File: src/design/sp_pkg.sv
// constants, register map and types for the clocked serial port
package sp_pkg;
  // register offsets
  localparam logic [7:0] ADDR_CTRL = 8'hA0;
  localparam logic [7:0] ADDR_STATUS = 8'hA1;
  localparam logic [7:0] ADDR_DATA_HI = 8'hA2;
  localparam logic [7:0] ADDR_DATA_LO = 8'hA3;
  // control field positions
  localparam int CTRL_MODE_HI = 7;
  localparam int CTRL_MODE_LO = 6;
  localparam int CTRL_CLK_SRC = 3;
  localparam int CTRL_DIV_HI = 2;
  localparam int CTRL_DIV_LO = 0;
  // status field positions
  localparam int STAT_FIXED = 7;
  localparam int STAT_OUT_LEVEL = 6;
  localparam int STAT_OVERRUN = 5;
  localparam int STAT_START = 0;
  // values after reset
  localparam logic [7:0] CTRL_RST = 8'h00;
  localparam logic [7:0] STATUS_RST = 8'h80;
  // operation modes
  localparam logic [1:0] MODE_8BIT = 2'h0;
  localparam logic [1:0] MODE_16BIT = 2'h1;
  localparam logic [1:0] MODE_CONT = 2'h2;
  // bit counts per transfer
  localparam logic [4:0] BITS_8 = 5'h08;
  localparam logic [4:0] BITS_16 = 5'h10;
  // half-period masks per divider code: 1024,256,64,32,16,8,4,2
  localparam int DIV_CNT_W = 9;
  localparam logic [8:0] DIV_HALF_MASK [0:7] = '{9'h1FF, 9'h07F, 9'h01F, 9'h00F,
                                                9'h007, 9'h003, 9'h001, 9'h000};
  // transfer states
  typedef enum logic [2:0] {
    ST_IDLE = 3'b001,
    ST_XFER = 3'b010,
    ST_CONT = 3'b100
  } sp_state_t;
endpackage

File: src/design/sp_clk_if.sv
// prescaler request and tick between the port and its divider
`timescale 1ns/1ps
interface sp_clk_if;
  logic [2:0] div_sel;
  logic run;
  logic tick;
  modport src (input div_sel, input run, output tick);
  modport user (output div_sel, output run, input tick);
endinterface

File: src/design/serial_port.sv
// clocked 8/16-bit synchronous serial port with byte register access
// Contract
// - divider code 000..111 selects clock/1024,256,64,32,16,8,4,2
// - internal source: shift on prescaler clock and drive it on clock pin
// - external source: clock pin is input, shift on external clock
// - mode 00 is 8-bit transfer, mode 01 is 16-bit transfer
// - mode 10 outputs clock continuously on internal source only; mode 11 reserved
// - start flag reads 1 while busy; write 1 starts in modes 00/01 only, write 0 ignored
// - external clock pulse after completion sets overrun flag
// - overrun cleared by writing 0 after reading 1; writing 1 ignored
// - writing output level bit drives serial output pin at once
// - reading output level bit returns serial output pin level
// - upper buffer holds tx/rx data, unused in 8-bit mode
// - 16-bit mode: upper buffer carries the most significant byte
// - 16-bit mode: lower buffer carries the least significant byte
// - 8-bit mode: lower buffer alone holds sent and received byte
`timescale 1ns/1ps
module serial_port (
  // clock, reset, enable
  input wire logic mclk_i,
  input wire logic rst_n_i,
  input wire logic ce_i,
  // register port
  input wire logic [7:0] addr_i,
  input wire logic [7:0] wdata_i,
  input wire logic wr_i,
  input wire logic rd_i,
  output logic [7:0] rdata_o,
  // serial pins
  input wire logic serial_clk_pin_i,
  output logic serial_clk_pin_o,
  output logic serial_clk_pin_oe_o,
  input wire logic serial_in_pin_i,
  output logic serial_out_pin_o
);
  import sp_pkg::*;

  typedef struct packed {
    sp_state_t st;
    logic [7:0] ctrl_reg;
    logic [7:0] data_hi_buf;
    logic [7:0] data_lo_buf;
    logic out_level_bit;
    logic sck;
    logic overrun_flag;
    logic overrun_seen;
    logic [4:0] bits;
    logic [7:0] rdata;
    logic [1:0] sck_sync;
    logic sck_prev;
    logic [1:0] si_sync;
  } sp_regs_t;

  sp_regs_t r;
  sp_regs_t next_r;
  sp_clk_if clk_if ();

  logic clk_src_sel;
  logic [1:0] op_mode;
  logic xfer_start_flag;
  logic ext_rise;
  logic ext_fall;
  logic shift_rise;
  logic shift_fall;
  logic [4:0] xfer_len;
  logic wr_ctrl;
  logic wr_status;
  logic wr_hi;
  logic wr_lo;
  logic rd_status;

  // control fields and decoded strobes
  assign clk_src_sel = r.ctrl_reg[CTRL_CLK_SRC];
  assign op_mode = r.ctrl_reg[CTRL_MODE_HI:CTRL_MODE_LO];
  assign xfer_start_flag = (r.st == ST_XFER);
  assign xfer_len = (op_mode == MODE_16BIT) ? BITS_16 : BITS_8;
  assign wr_ctrl = wr_i && (addr_i == ADDR_CTRL);
  assign wr_status = wr_i && (addr_i == ADDR_STATUS);
  assign wr_hi = wr_i && (addr_i == ADDR_DATA_HI);
  assign wr_lo = wr_i && (addr_i == ADDR_DATA_LO);
  assign rd_status = rd_i && (addr_i == ADDR_STATUS);

  // edges of the synchronised external clock
  assign ext_rise = r.sck_sync[1] && !r.sck_prev;
  assign ext_fall = !r.sck_sync[1] && r.sck_prev;

  // prescaler hookup
  assign clk_if.div_sel = r.ctrl_reg[CTRL_DIV_HI:CTRL_DIV_LO];
  assign clk_if.run = !clk_src_sel && (r.st != ST_IDLE);

  sp_prescaler u_prescaler (
    .mclk_i(mclk_i),
    .rst_n_i(rst_n_i),
    .ce_i(ce_i),
    .clk_if(clk_if)
  );

  // shift edges from the selected clock source
  always_comb begin
    shift_rise = 1'b0;
    shift_fall = 1'b0;
    if (r.st == ST_XFER) begin
      if (clk_src_sel) begin
        shift_rise = ext_rise;
        shift_fall = ext_fall;
      end else begin
        shift_rise = clk_if.tick && !r.sck;
        shift_fall = clk_if.tick && r.sck;
      end
    end
  end

  // pin drive: clock output only on internal source
  assign serial_clk_pin_oe_o = !clk_src_sel;
  assign serial_clk_pin_o = r.sck;
  assign serial_out_pin_o = r.out_level_bit;
  assign rdata_o = r.rdata;

  // next state: shifting first, then bus writes, then overrun and read data
  always_comb begin
    next_r = r;
    // both pins pass two flops before any logic reads them
    next_r.sck_sync = {r.sck_sync[0], serial_clk_pin_i};
    next_r.sck_prev = r.sck_sync[1];
    next_r.si_sync = {r.si_sync[0], serial_in_pin_i};
    unique case (r.st)
      ST_IDLE: begin
        next_r.sck = 1'b1;
        if (op_mode == MODE_CONT && !clk_src_sel) begin
          next_r.st = ST_CONT;
        end
      end
      ST_XFER: begin
        if (!clk_src_sel && clk_if.tick) begin
          next_r.sck = !r.sck;
        end
        if (shift_fall) begin
          next_r.out_level_bit = r.data_lo_buf[0];
        end
        if (shift_rise) begin
          // received bit is the second sync flop, two cycles behind the pin
          if (op_mode == MODE_16BIT) begin
            next_r.data_hi_buf = {r.si_sync[1], r.data_hi_buf[7:1]};
            next_r.data_lo_buf = {r.data_hi_buf[0], r.data_lo_buf[7:1]};
          end else begin
            next_r.data_lo_buf = {r.si_sync[1], r.data_lo_buf[7:1]};
          end
          next_r.bits = 5'(r.bits + 5'h01);
          if (r.bits == 5'(xfer_len - 5'h01)) begin
            next_r.st = ST_IDLE;
            next_r.bits = 5'h00;
            next_r.sck = 1'b1;
          end
        end
      end
      ST_CONT: begin
        if (clk_if.tick) begin
          next_r.sck = !r.sck;
        end
        if (op_mode != MODE_CONT || clk_src_sel) begin
          next_r.st = ST_IDLE;
          next_r.sck = 1'b1;
        end
      end
      default: begin
        next_r.st = ST_IDLE;
      end
    endcase
    // register writes
    if (wr_ctrl) begin
      next_r.ctrl_reg = wdata_i;
    end
    if (wr_hi) begin
      next_r.data_hi_buf = wdata_i;
    end
    if (wr_lo) begin
      next_r.data_lo_buf = wdata_i;
    end
    if (wr_status) begin
      next_r.out_level_bit = wdata_i[STAT_OUT_LEVEL];
      // start refused while busy or in the clock-output and reserved modes
      if (wdata_i[STAT_START] && r.st == ST_IDLE && !op_mode[1]) begin
        next_r.st = ST_XFER;
        next_r.bits = 5'h00;
        next_r.sck = 1'b1;
      end
      if (!wdata_i[STAT_OVERRUN] && r.overrun_seen) begin
        next_r.overrun_flag = 1'b0;
        next_r.overrun_seen = 1'b0;
      end
    end
    // overrun remembered once software has seen it
    if (rd_status && r.overrun_flag) begin
      next_r.overrun_seen = 1'b1;
    end
    // set wins over a clear in the same cycle
    if (clk_src_sel && ext_rise && r.st == ST_IDLE) begin
      next_r.overrun_flag = 1'b1;
    end
    // read data for the following cycle
    if (rd_i) begin
      unique case (addr_i)
        ADDR_CTRL: next_r.rdata = r.ctrl_reg;
        ADDR_STATUS: next_r.rdata = {1'b1, r.out_level_bit, r.overrun_flag, 4'h0, xfer_start_flag};
        ADDR_DATA_HI: next_r.rdata = r.data_hi_buf;
        ADDR_DATA_LO: next_r.rdata = r.data_lo_buf;
        // unmapped addresses read as zero
        default: next_r.rdata = 8'h00;
      endcase
    end
  end

  // state register, frozen while the enable is low
  always_ff @(posedge mclk_i) begin
    if (!rst_n_i) begin
      r <= '{st: ST_IDLE, ctrl_reg: CTRL_RST, data_hi_buf: 8'h00, data_lo_buf: 8'h00,
             out_level_bit: 1'b0, sck: 1'b1, overrun_flag: 1'b0, overrun_seen: 1'b0,
             bits: 5'h00, rdata: 8'h00, sck_sync: 2'h3, sck_prev: 1'b1, si_sync: 2'h0};
    end else if (ce_i) begin
      r <= next_r;
    end
  end

  // checks
  a_int_clk_out: assert property (@(posedge mclk_i) disable iff (!rst_n_i)
    !clk_src_sel |-> serial_clk_pin_oe_o)
    else $error("internal clock not driven on pin");
  a_ext_clk_in: assert property (@(posedge mclk_i) disable iff (!rst_n_i)
    clk_src_sel |-> !serial_clk_pin_oe_o && !clk_if.run)
    else $error("pin driven or prescaler running with external clock");
  a_start_sets: assert property (@(posedge mclk_i) disable iff (!rst_n_i)
    (ce_i && wr_status && wdata_i[STAT_START] && r.st == ST_IDLE && !op_mode[1] && !wr_ctrl)
    |=> xfer_start_flag ##1 (!ce_i || xfer_start_flag || r.bits == 5'h00))
    else $error("writing 1 to start flag did not start");
  a_start_write0: assert property (@(posedge mclk_i) disable iff (!rst_n_i)
    (ce_i && wr_status && !wdata_i[STAT_START] && !xfer_start_flag) |=> !xfer_start_flag)
    else $error("writing 0 to start flag started a transfer");
  a_done_clears: assert property (@(posedge mclk_i) disable iff (!rst_n_i)
    (ce_i && shift_rise && r.bits == 5'(xfer_len - 5'h01)) |=> !xfer_start_flag && r.bits == 5'h00)
    else $error("start flag not cleared after last bit");
  a_overrun_set: assert property (@(posedge mclk_i) disable iff (!rst_n_i)
    (ce_i && clk_src_sel && ext_rise && r.st == ST_IDLE) |=> r.overrun_flag)
    else $error("late external clock did not set overrun");
  a_overrun_no_clr: assert property (@(posedge mclk_i) disable iff (!rst_n_i)
    (ce_i && r.overrun_flag && !r.overrun_seen && !rd_status) |=> r.overrun_flag)
    else $error("overrun cleared without a prior read");
  a_level_write: assert property (@(posedge mclk_i) disable iff (!rst_n_i)
    (ce_i && wr_status) |=> serial_out_pin_o == $past(wdata_i[STAT_OUT_LEVEL]))
    else $error("output pin did not follow level write");
  a_level_read: assert property (@(posedge mclk_i) disable iff (!rst_n_i)
    (ce_i && rd_status) |=> rdata_o[STAT_OUT_LEVEL] == $past(serial_out_pin_o))
    else $error("level bit read does not match pin");
  a_hi_untouched: assert property (@(posedge mclk_i) disable iff (!rst_n_i)
    (xfer_start_flag && op_mode == MODE_8BIT && !wr_hi) |=> $stable(r.data_hi_buf))
    else $error("upper buffer changed in 8-bit mode");
  a_cont_toggle: assert property (@(posedge mclk_i) disable iff (!rst_n_i)
    (ce_i && r.st == ST_CONT && clk_if.tick && op_mode == MODE_CONT && !clk_src_sel && !wr_ctrl)
    |=> serial_clk_pin_o != $past(serial_clk_pin_o))
    else $error("continuous clock did not toggle");
  // internal source: every prescaler tick during a transfer moves the driven clock
  a_int_shift_clk: assert property (@(posedge mclk_i) disable iff (!rst_n_i)
    (ce_i && r.st == ST_XFER && !clk_src_sel && clk_if.tick)
    |=> serial_clk_pin_o != $past(serial_clk_pin_o))
    else $error("internal shift clock did not toggle on tick");
  // external source: the driven clock level is left alone during a transfer
  a_ext_clk_hold: assert property (@(posedge mclk_i) disable iff (!rst_n_i)
    (ce_i && clk_src_sel && r.st == ST_XFER && serial_clk_pin_o) |=> serial_clk_pin_o)
    else $error("clock drive moved while external clock selected");
  // clock pin drive idles high whenever nothing runs
  a_idle_clk_high: assert property (@(posedge mclk_i) disable iff (!rst_n_i)
    (r.st == ST_IDLE) |-> serial_clk_pin_o)
    else $error("clock drive not high while idle");
  // start write refused in the clock-output and reserved modes
  a_start_refused: assert property (@(posedge mclk_i) disable iff (!rst_n_i)
    (ce_i && wr_status && wdata_i[STAT_START] && op_mode[1] && !xfer_start_flag) |=> !xfer_start_flag)
    else $error("transfer started in clock-output or reserved mode");
  // 16-bit mode does not stop after the eighth bit
  a_len_16: assert property (@(posedge mclk_i) disable iff (!rst_n_i)
    (ce_i && shift_rise && op_mode == MODE_16BIT && r.bits == 5'h07) |=> xfer_start_flag)
    else $error("16-bit transfer stopped after eight bits");
  // 8-bit mode: received bit enters the top of the lower buffer
  a_lo_shift_8: assert property (@(posedge mclk_i) disable iff (!rst_n_i)
    (ce_i && shift_rise && op_mode != MODE_16BIT && !wr_lo) |=> r.data_lo_buf[7] == $past(r.si_sync[1]))
    else $error("8-bit receive bit not captured in lower buffer");
  // 16-bit mode: received bit enters the top of the upper buffer
  a_hi_shift_16: assert property (@(posedge mclk_i) disable iff (!rst_n_i)
    (ce_i && shift_rise && op_mode == MODE_16BIT && !wr_hi) |=> r.data_hi_buf[7] == $past(r.si_sync[1]))
    else $error("16-bit receive bit not captured in upper buffer");
  // 16-bit mode: upper buffer bit 0 moves into the lower buffer
  a_lo_from_hi: assert property (@(posedge mclk_i) disable iff (!rst_n_i)
    (ce_i && shift_rise && op_mode == MODE_16BIT && !wr_lo) |=> r.data_lo_buf[7] == $past(r.data_hi_buf[0]))
    else $error("lower buffer did not take upper buffer bit 0");
  // on a falling shift edge lower buffer bit 0 goes out
  a_out_on_fall: assert property (@(posedge mclk_i) disable iff (!rst_n_i)
    (ce_i && shift_fall && !wr_status) |=> serial_out_pin_o == $past(r.data_lo_buf[0]))
    else $error("output pin did not take lower buffer bit 0");
  // a write of 0 after a read of 1 clears overrun unless a new pulse lands
  a_overrun_clear: assert property (@(posedge mclk_i) disable iff (!rst_n_i)
    (ce_i && wr_status && !wdata_i[STAT_OVERRUN] && r.overrun_seen
     && !(clk_src_sel && ext_rise && r.st == ST_IDLE)) |=> !r.overrun_flag)
    else $error("overrun not cleared by write of 0 after read");
endmodule

File: src/design/sp_prescaler.sv
// divider that marks each half period of the internal serial clock
`timescale 1ns/1ps
module sp_prescaler (
  // clock and control
  input wire logic mclk_i,
  input wire logic rst_n_i,
  input wire logic ce_i,
  // divider link
  sp_clk_if.src clk_if
);
  import sp_pkg::*;

  typedef struct packed {
    logic [DIV_CNT_W-1:0] cnt;
  } pre_regs_t;

  pre_regs_t r;
  pre_regs_t next_r;
  logic [8:0] mask;

  // selected half-period mask
  assign mask = DIV_HALF_MASK[clk_if.div_sel];
  assign clk_if.tick = clk_if.run && ((r.cnt & mask) == mask);

  // counter restarts whenever the clock is not wanted
  always_comb begin
    next_r = r;
    next_r.cnt = clk_if.run ? DIV_CNT_W'(r.cnt + 9'h001) : '0;
  end

  always_ff @(posedge mclk_i) begin
    if (!rst_n_i) begin
      r <= '0;
    end else if (ce_i) begin
      r <= next_r;
    end
  end

  // a tick at divide-by-2 comes on every running cycle
  a_div2_every: assert property (@(posedge mclk_i) disable iff (!rst_n_i)
    (clk_if.run && clk_if.div_sel == 3'h7) |-> clk_if.tick)
    else $error("divide-by-2 missed a half period");
  // after a tick the next one is a full half period away
  a_div_spacing: assert property (@(posedge mclk_i) disable iff (!rst_n_i)
    (ce_i && clk_if.tick && clk_if.div_sel == 3'h6) |=> (clk_if.run && ce_i) |-> !clk_if.tick)
    else $error("divide-by-4 tick came too early");
endmodule
File: config.mk
export PLATFORM = sky130hd
export DESIGN_NAME = serial_port
export DESIGN_NICKNAME = d
export VERILOG_FILES = /design/src/design/sp_pkg.sv /design/src/design/sp_clk_if.sv /design/src/design/serial_port.sv /design/src/design/sp_prescaler.sv
export SDC_FILE = /design/constraint.sdc
export NUM_CORES = 1
export LEC_CHECK = 0
export ABC_AREA = 1
export BUFFER_PORTS_ARGS = -buffer_cell sky130_fd_sc_hd__buf_2
export CAP_MARGIN = 20
export CELL_PAD_IN_SITES_DETAIL_PLACEMENT = 0
export CELL_PAD_IN_SITES_GLOBAL_PLACEMENT = 1
export CORE_MARGIN = 8
export CORE_UTILIZATION = 39
export CTS_BUF_LIST = sky130_fd_sc_hd__clkbuf_2 sky130_fd_sc_hd__clkbuf_4 sky130_fd_sc_hd__clkbuf_8
export CTS_CLUSTER_SIZE = 20
export DETAILED_ROUTE_END_ITERATION = 16
export GPL_TIMING_DRIVEN = 0
export PLACE_DENSITY_LB_ADDON = 0.1
export SETUP_SLACK_MARGIN = 0.3
export SLEW_MARGIN = 20
export SYNTH_ARGS = -nofsm -noshare
export SYNTH_HDL_FRONTEND = slang
export SYNTH_SLANG_ARGS = --single-unit
File: constraint.sdc
create_clock -name mclk_i -period 1.8 [get_ports mclk_i]
set_input_delay 0.09 -clock mclk_i [delete_from_list [all_inputs] [get_ports mclk_i]]
set_output_delay 0.09 -clock mclk_i [all_outputs]
set_load 0.02 [all_outputs]
==> results of run 1 <==
-- cell families after synthesis --
kind of cell,after synthesis,share of synthesized area
AND/OR/NAND/NOR,214,0.3133
AO/OA/AOI/OAI,112,0.1908
buffers and inverters,63,0.09013
flip-flops,58,0.3751
XOR/XNOR,4,0.01132
adder cells (fa/ha/maj),4,0.01617
multiplexers,1,0.003234
-- Yosys cell counts (all sizes together), types with 2 or more instances --
master	number	area share
ha	4	0.016
o21ai	66	0.11
a211oi	2	0.0048
nand4	3	0.0061
buf	11	0.027
clkbuf	6	0.0073
o21a	3	0.0073
nor3	10	0.025
dfxtp	58	0.38
xor2	4	0.011
nand2	108	0.14
inv	45	0.055
a21oi	40	0.065
nand3	30	0.054
nor2	61	0.083
-- routing by layer --
| layer | GRT usage | vias to the layer above |
|---|---|---|
| met1 | 0.2151 | 1389 |
| met5 | 0 | - |
| li1 | - | 1620 |
| met3 | 0.04115 | 10 |
| met4 | 0.07034 | 0 |
| met2 | 0.2520 | 67 |
-- area by class of cell --
| type | count | area (um^2) | area share |
|---|---|---|---|
| repair buffers | 49 | 297.8 | 0.07618 |
| well taps | 102 | 127.6 | 0.03265 |
| clock buffers | 15 | 193.9 | 0.04962 |
| inverters | 46 | 177.7 | 0.04545 |
| multi-input cells | 336 | 1797 | 0.4597 |
| plain buffers | 17 | 106.4 | 0.02721 |
| flip-flops and latches | 58 | 1179 | 0.3015 |
| clock inverters | 1 | 30.03 | 0.007682 |
-- final timing paths --
| path | start | to | slack (ns) | cells past startpoint |
|---|---|---|---|---|
| setup / recovery | clk_if.div_sel[1] | r[34] | -0.15 | 16 |
| hold / removal | wdata_i[7] | op_mode[1] | 0.05 | 3 |
| setup reg to reg | clk_if.div_sel[1] | r[34] | -0.15 | 16 |
| hold reg to reg | next_r[4] | next_r[4] | 0.46 | 2 |
-- metrics by stage --
step           setup TNS [ns]  cell area [um^2]
2_1_floorplan               0              3129
3_3_place_gp           -4.067              3422
3_5_place_dp           -4.245              3422
4_1_cts                -2.107              3801
5_1_grt                -7.307              3909
6_report               -2.854              3909
-- worst register-to-register path: cells and delay by family, from the launching register on --
family | cells | cell delay, ns
simple gates | 12 | 1.07
fa+ha+maj | 1 | 0.12
compound gates | 1 | 0.13
buf+inv | 2 | 0.14
flops | 1 | 0.38
-- registers in the layout, indices dropped and copies added, names as in the netlist --
name,flops
serial_out_pin_o,1
op_mode,2
r,30
next_r,3
rdata_o,8
u_prescaler.r,9
clk_src_sel,1
serial_clk_pin_o,1
clk_if.div_sel,3
-- report_power, final --
| group | total (W) | internal, W | switching [W] |
|---|---|---|---|
| registers | 0.00131 | 0.00129 | 0.0000130 |
| clock network | 0.00134 | 0.000823 | 0.000513 |
| logic | 0.000191 | 0.0000598 | 0.000131 |
| total | 0.00283 | 0.00218 | 0.000657 |
-- cell usage in the layout, fill, tap and decap left out, drive strengths merged --
cell type,netlist,layout
xor2,4,4
buf,11,58
inv,45,45
clkbuf,6,21
a211oi,2,2
dfxtp,58,58
nand3,30,30
nand2,108,109
bufinv,0,1
o21a,3,3
a21oi,40,40
ha,4,4
nor3,10,10
nor2,61,61
nand3b,1,1
mux2i,1,1
nand4,3,3
clkinv,1,1
dlygate4sd3,0,2
nor3b,1,1
o21bai,1,1
o21ai,66,66
-- repair_timing --
action,CTS,global route
setup endpoints to repair,25,28
resized for setup,22,25
hold buffers,2,0
pin swaps,6,15
setup buffers,12,2
endpoints found under the hold margin,2,0
gates cloned,1,0
==> impl_metrics.tcl, run 1 <==
set metrics [dict create \
    wl_met2_um 3964 \
    grt_pass1_vias 2974 \
    wl_um 8918 \
    finalCritPeriodShare 1.081 \
    rows 32 \
    avgSynthCellArea_um2 6.788 \
    dp_hpwl_um 6558 \
    setup_ws_ns -0.1454 \
    drive_above_1_share 0.2586 \
    critPathBufInv 2 \
    coreArea_um2 7727 \
    met3_wirelength_um 498 \
    setup_violations 25 \
    cts.clk_slew.worst_paths_ns 0.07 \
    drc 0 \
    utilization 0.5058 \
    worstSetupStartpointType "flop" \
    ys.warnings.count 0 \
    slew_viol_final 0 \
    placedCellCount 591 \
    die_h_um 105.1 \
    slowest_delay_ns 0.38 \
    syn_to_final_growth_pct 26.27 \
    die_x_um 105.1 \
    cts_buffer_depth 2 \
    num_vias 3086 \
    fin_total_pwr_w 0.002834 \
    path_cells "nor2_4 > o21bai_1 > nand2_1 > nor2_2 > nand2_2 > inv_2 > ha_4 > nand2_2 > nand2_2 > nand2_4 > nor2_4 > nand2_4 > nand2_4 > inv_4 > nor2_1 > nor2_1" \
    numCtsBuffers 9 \
    start_util 0.4006 \
    cp_max_fo 6 \
    wl_met1_um 4330 \
    drtIter0Drc 172 \
    synth_top_flop_cell "dfxtp_1" \
    syn-num-nets 483 \
    nets 544 \
    ir_drop_mv 0.2733 \
    ys_types 34 \
    clock_skew_ns 0.006570 \
    syn_area_um2 3095 \
    leakage_nw 1.736 \
    max_freq_mhz 514.0 \
    grtUsageTotal 0.1649 \
    gp_congestion 0.8744 \
    fin_crit_ns 1.945 \
    worstSetupEndpointType "flop" \
    holdWs_ns 0.05381 \
    synth-edff-count 0 \
    via_per_inst 4.946 \
    highest_layer "met4" \
    gr-total-overflow 0 \
    clkSinkCount 58 \
    worstHoldPathType "in -> reg" \
    place_ws_ns -0.2549 \
    drv_cap 0 \
    clock_latency_ns 0.33 \
    outcome "complete, but fails checks" \
    slowest_stage "dfxtp_4" \
    ys_seq_area_frac 0.3751 \
    cts_tree "done" \
    io_buffers 33 \
    crit_type "reg -> reg" \
    drtPass1Iterations 5 \
    ioPinCount 34 \
    final_cells 624 \
    antenna_cells_inserted 0 \
    crit_family "simple AND/OR/NAND/NOR gates" \
    required_ns 2.03 \
    synth-seq-cells 58 \
    antenna_found_initial 0 \
    grt_pass1_wl_um 14830 \
    grt_max_degree 11 \
    slew_headroom 0.6019 \
    tightestPinTransition_ns 0.5925 \
    antenna_left 0 \
    rsz0062_at_grt "true" \
    cellPowerDensity_nw_per_um2 725.0 \
    synth-async-reset-ratio 0 \
    violations "negative setup slack" \
    synth_cells 456 \
    nFillCells 805 \
    die-area_um2 11040 \
    wl_per_cell_um 14.29 \
    report.final.hold_viol_count 0 \
    htree_levels 3 \
    root_buffer "clkbuf_8" \
    arrival_ns 2.17 \
]
No activity file was read; power rests on OpenSTA's default activity.
==> run 2, diff against run 1 <==
clock period = 1.6 ns   (was 1.8 ns; I/O delays follow)
==> run 2 against run 1 <==
  * The flow still finishes with violations (negative setup slack)
  * Die area did not move
  * Clock-buffer cell count fell by 2
  * Global-route usage rose by 0.16 points
  * Clock power rose by 4%
  * Worst hold slack got worse by 0.017 ns
  * Sequential cell count did not move
  * Total power rose by 9.2%
  * First-iteration DRC count rose by 3.5%
  * Critical path depth did not move
==> impl_metrics.tcl, run 2 (synthesized netlist as in run 1, its figures left out) <==
set metrics [dict create \
    outcome "complete, but fails checks" \
    violations "negative setup slack" \
    cts_tree "done" \
    wl_um 8974 \
    crit_type "reg -> reg" \
    worstHoldPathType "in -> reg" \
    required_ns 1.83 \
    clkSinkCount 58 \
    mostFrequentLayoutCell "nand2_1" \
    via_per_inst 5.019 \
    num_vias 3127 \
    antenna_left 0 \
    worstSetupEndpointType "flop" \
    drc 0 \
    finalCritPeriodShare 1.201 \
    path_cells "inv_4 > o21bai_1 > nand2_1 > nor2_2 > nand2_1 > inv_2 > ha_4 > nand2_1 > nand2_1 > nand2_2 > nor2_4 > nand2_4 > nand2_8 > inv_8 > nor2_1 > nor2_1" \
    drv_cap 0 \
    placedCellCount 591 \
    slew_headroom 0.6333 \
    setup_ws_ns -0.3220 \
    cts_buffer_depth 2 \
    coreArea_um2 7727 \
    cellPowerDensity_nw_per_um2 792.4 \
    tightestPinTransition_ns 0.5501 \
    ir_drop_mv 0.4160 \
    grtUsageTotal 0.1665 \
    slowest_delay_ns 0.37 \
    gp_congestion 0.8366 \
    slowest_stage "dfxtp_4" \
    cp_max_fo 6 \
    drtPass1Iterations 5 \
    antenna_found_initial 0 \
    critPathBufInv 3 \
    die_x_um 105.1 \
    max_freq_mhz 520.3 \
    drtIter0Drc 178 \
    cts.clk_slew.worst_paths_ns 0.06 \
    numCtsBuffers 9 \
    rows 32 \
    dp_hpwl_um 6584 \
    drive_above_1_share 0.2668 \
    largest_reg_flops 30 \
    htree_levels 3 \
    gr-total-overflow 0 \
    crit_family "simple AND/OR/NAND/NOR gates" \
    report.final.hold_viol_count 0 \
    final_cell_mix "98 x nand2_1, 47 x dfxtp_1, 46 x nor2_1" \
    setup_violations 25 \
    fin_crit_ns 1.922 \
    largest_register "r" \
    root_buffer "clkbuf_8" \
    start_util 0.4006 \
    clock_latency_ns 0.34 \
    clock_skew_ns 0.008510 \
    die-area_um2 11040 \
    rsz0062_at_grt "true" \
    slew_viol_final 0 \
    arrival_ns 2.15 \
    nets 543 \
    io_buffers 33 \
    antenna_cells_inserted 0 \
    die_h_um 105.1 \
    grt_pass1_vias 2968 \
    ioPinCount 34 \
    syn_to_final_growth_pct 26.15 \
    wl_per_cell_um 14.40 \
    final_cells 623 \
    fin_setup_tns_ns -7.013 \
    crit_top_cell "nand2_1" \
    leakage_nw 1.702 \
    worstSetupStartpointType "flop" \
    grt_max_degree 11 \
    rrSetupSlack_ns -0.32 \
    grt_pass1_wl_um 14860 \
]
[run 2: changes by cell type in the layout (fill, tap and decap cells not counted), sizes merged]
cell,before,now
clkinv,1,3
buf,58,57
clkbuf,21,19
[run 2: worst paths after layout]
| check | start | end | cells after the start |
|---|---|---|---|
| worst max-delay path | clk_if.div_sel[2] | r[35] | 16 |
| worst min-delay path | wdata_i[7] | op_mode[1] | 3 |
| worst max register to register | clk_if.div_sel[2] | r[35] | 16 |
| worst min register to register | next_r[4] | next_r[4] | 2 |
[run 2: stage by stage]
step | total power (W) | worst slack, ns | cell area (um^2) | hold slack [ns] | util
after floorplan | 0.001624 | -0.1640 | 3131 | 0.2063 | -
after global placement | 0.001713 | -0.4476 | 3423 | 0.2935 | 0.4430
after detailed placement | 0.001713 | -0.4962 | 3423 | 0.3019 | 0.4430
after CTS | 0.003124 | -0.2885 | 3769 | 0.01222 | 0.4877
after global routing | 0.003228 | -0.4905 | 3905 | 0.03509 | 0.5053
final | 0.003094 | -0.3220 | 3905 | 0.03690 | 0.5053
[run 2: report_power, final]
| part | switching (W) | leakage [nW] | internal [W] |
|---|---|---|---|
| logic | 0.000154 | 1.12 | 0.0000727 |
| registers | 0.0000148 | 0.475 | 0.00145 |
| clock network | 0.000588 | 0.108 | 0.000810 |
[run 2: repair_timing]
| action | CTS | global route |
|---|---|---|
| hold endpoints to repair | 2 | 0 |
| cloned | 1 | 0 |
| setup endpoints to repair | 28 | 38 |
| buffers inserted | 7 | 6 |
| gates resized for setup | 29 | 31 |
| pin swaps | 10 | 16 |
| hold buffers | 2 | 0 |
[run 2: worst reg2reg max path, delay by kind of cell, from the launching register on]
kind | cells | cell delay, ns
adder cells (fa/ha/maj) | 1 | 0.12
flip-flops | 1 | 0.37
AO/OA/AOI/OAI | 1 | 0.13
AND/OR/NAND/NOR | 11 | 1.03
buffers and inverters | 3 | 0.18
[run 2: layout make-up]
cell class / count / area [um^2]
repair buffers: 48 / 290.3
multi-input cells: 336 / 1808
fillers: 828 / 3822
clock buffers: 13 / 160.2
inverters: 46 / 187.7
well taps: 102 / 127.6
plain buffers: 17 / 106.4
clock inverters: 3 / 40.04
flip-flops and latches: 58 / 1185
[run 2: layer usage]
| layer | GRT usage | part of all wire | vias to the layer above |
|---|---|---|---|
| li1 | - | - | 1612 |
| met1 | 0.2268 | 0.51 | 1435 |
| met4 | 0.06422 | 0.016 | 0 |
| met5 | 0 | 0 | - |
| met3 | 0.03010 | 0.046 | 12 |
| met2 | 0.2538 | 0.43 | 68 |
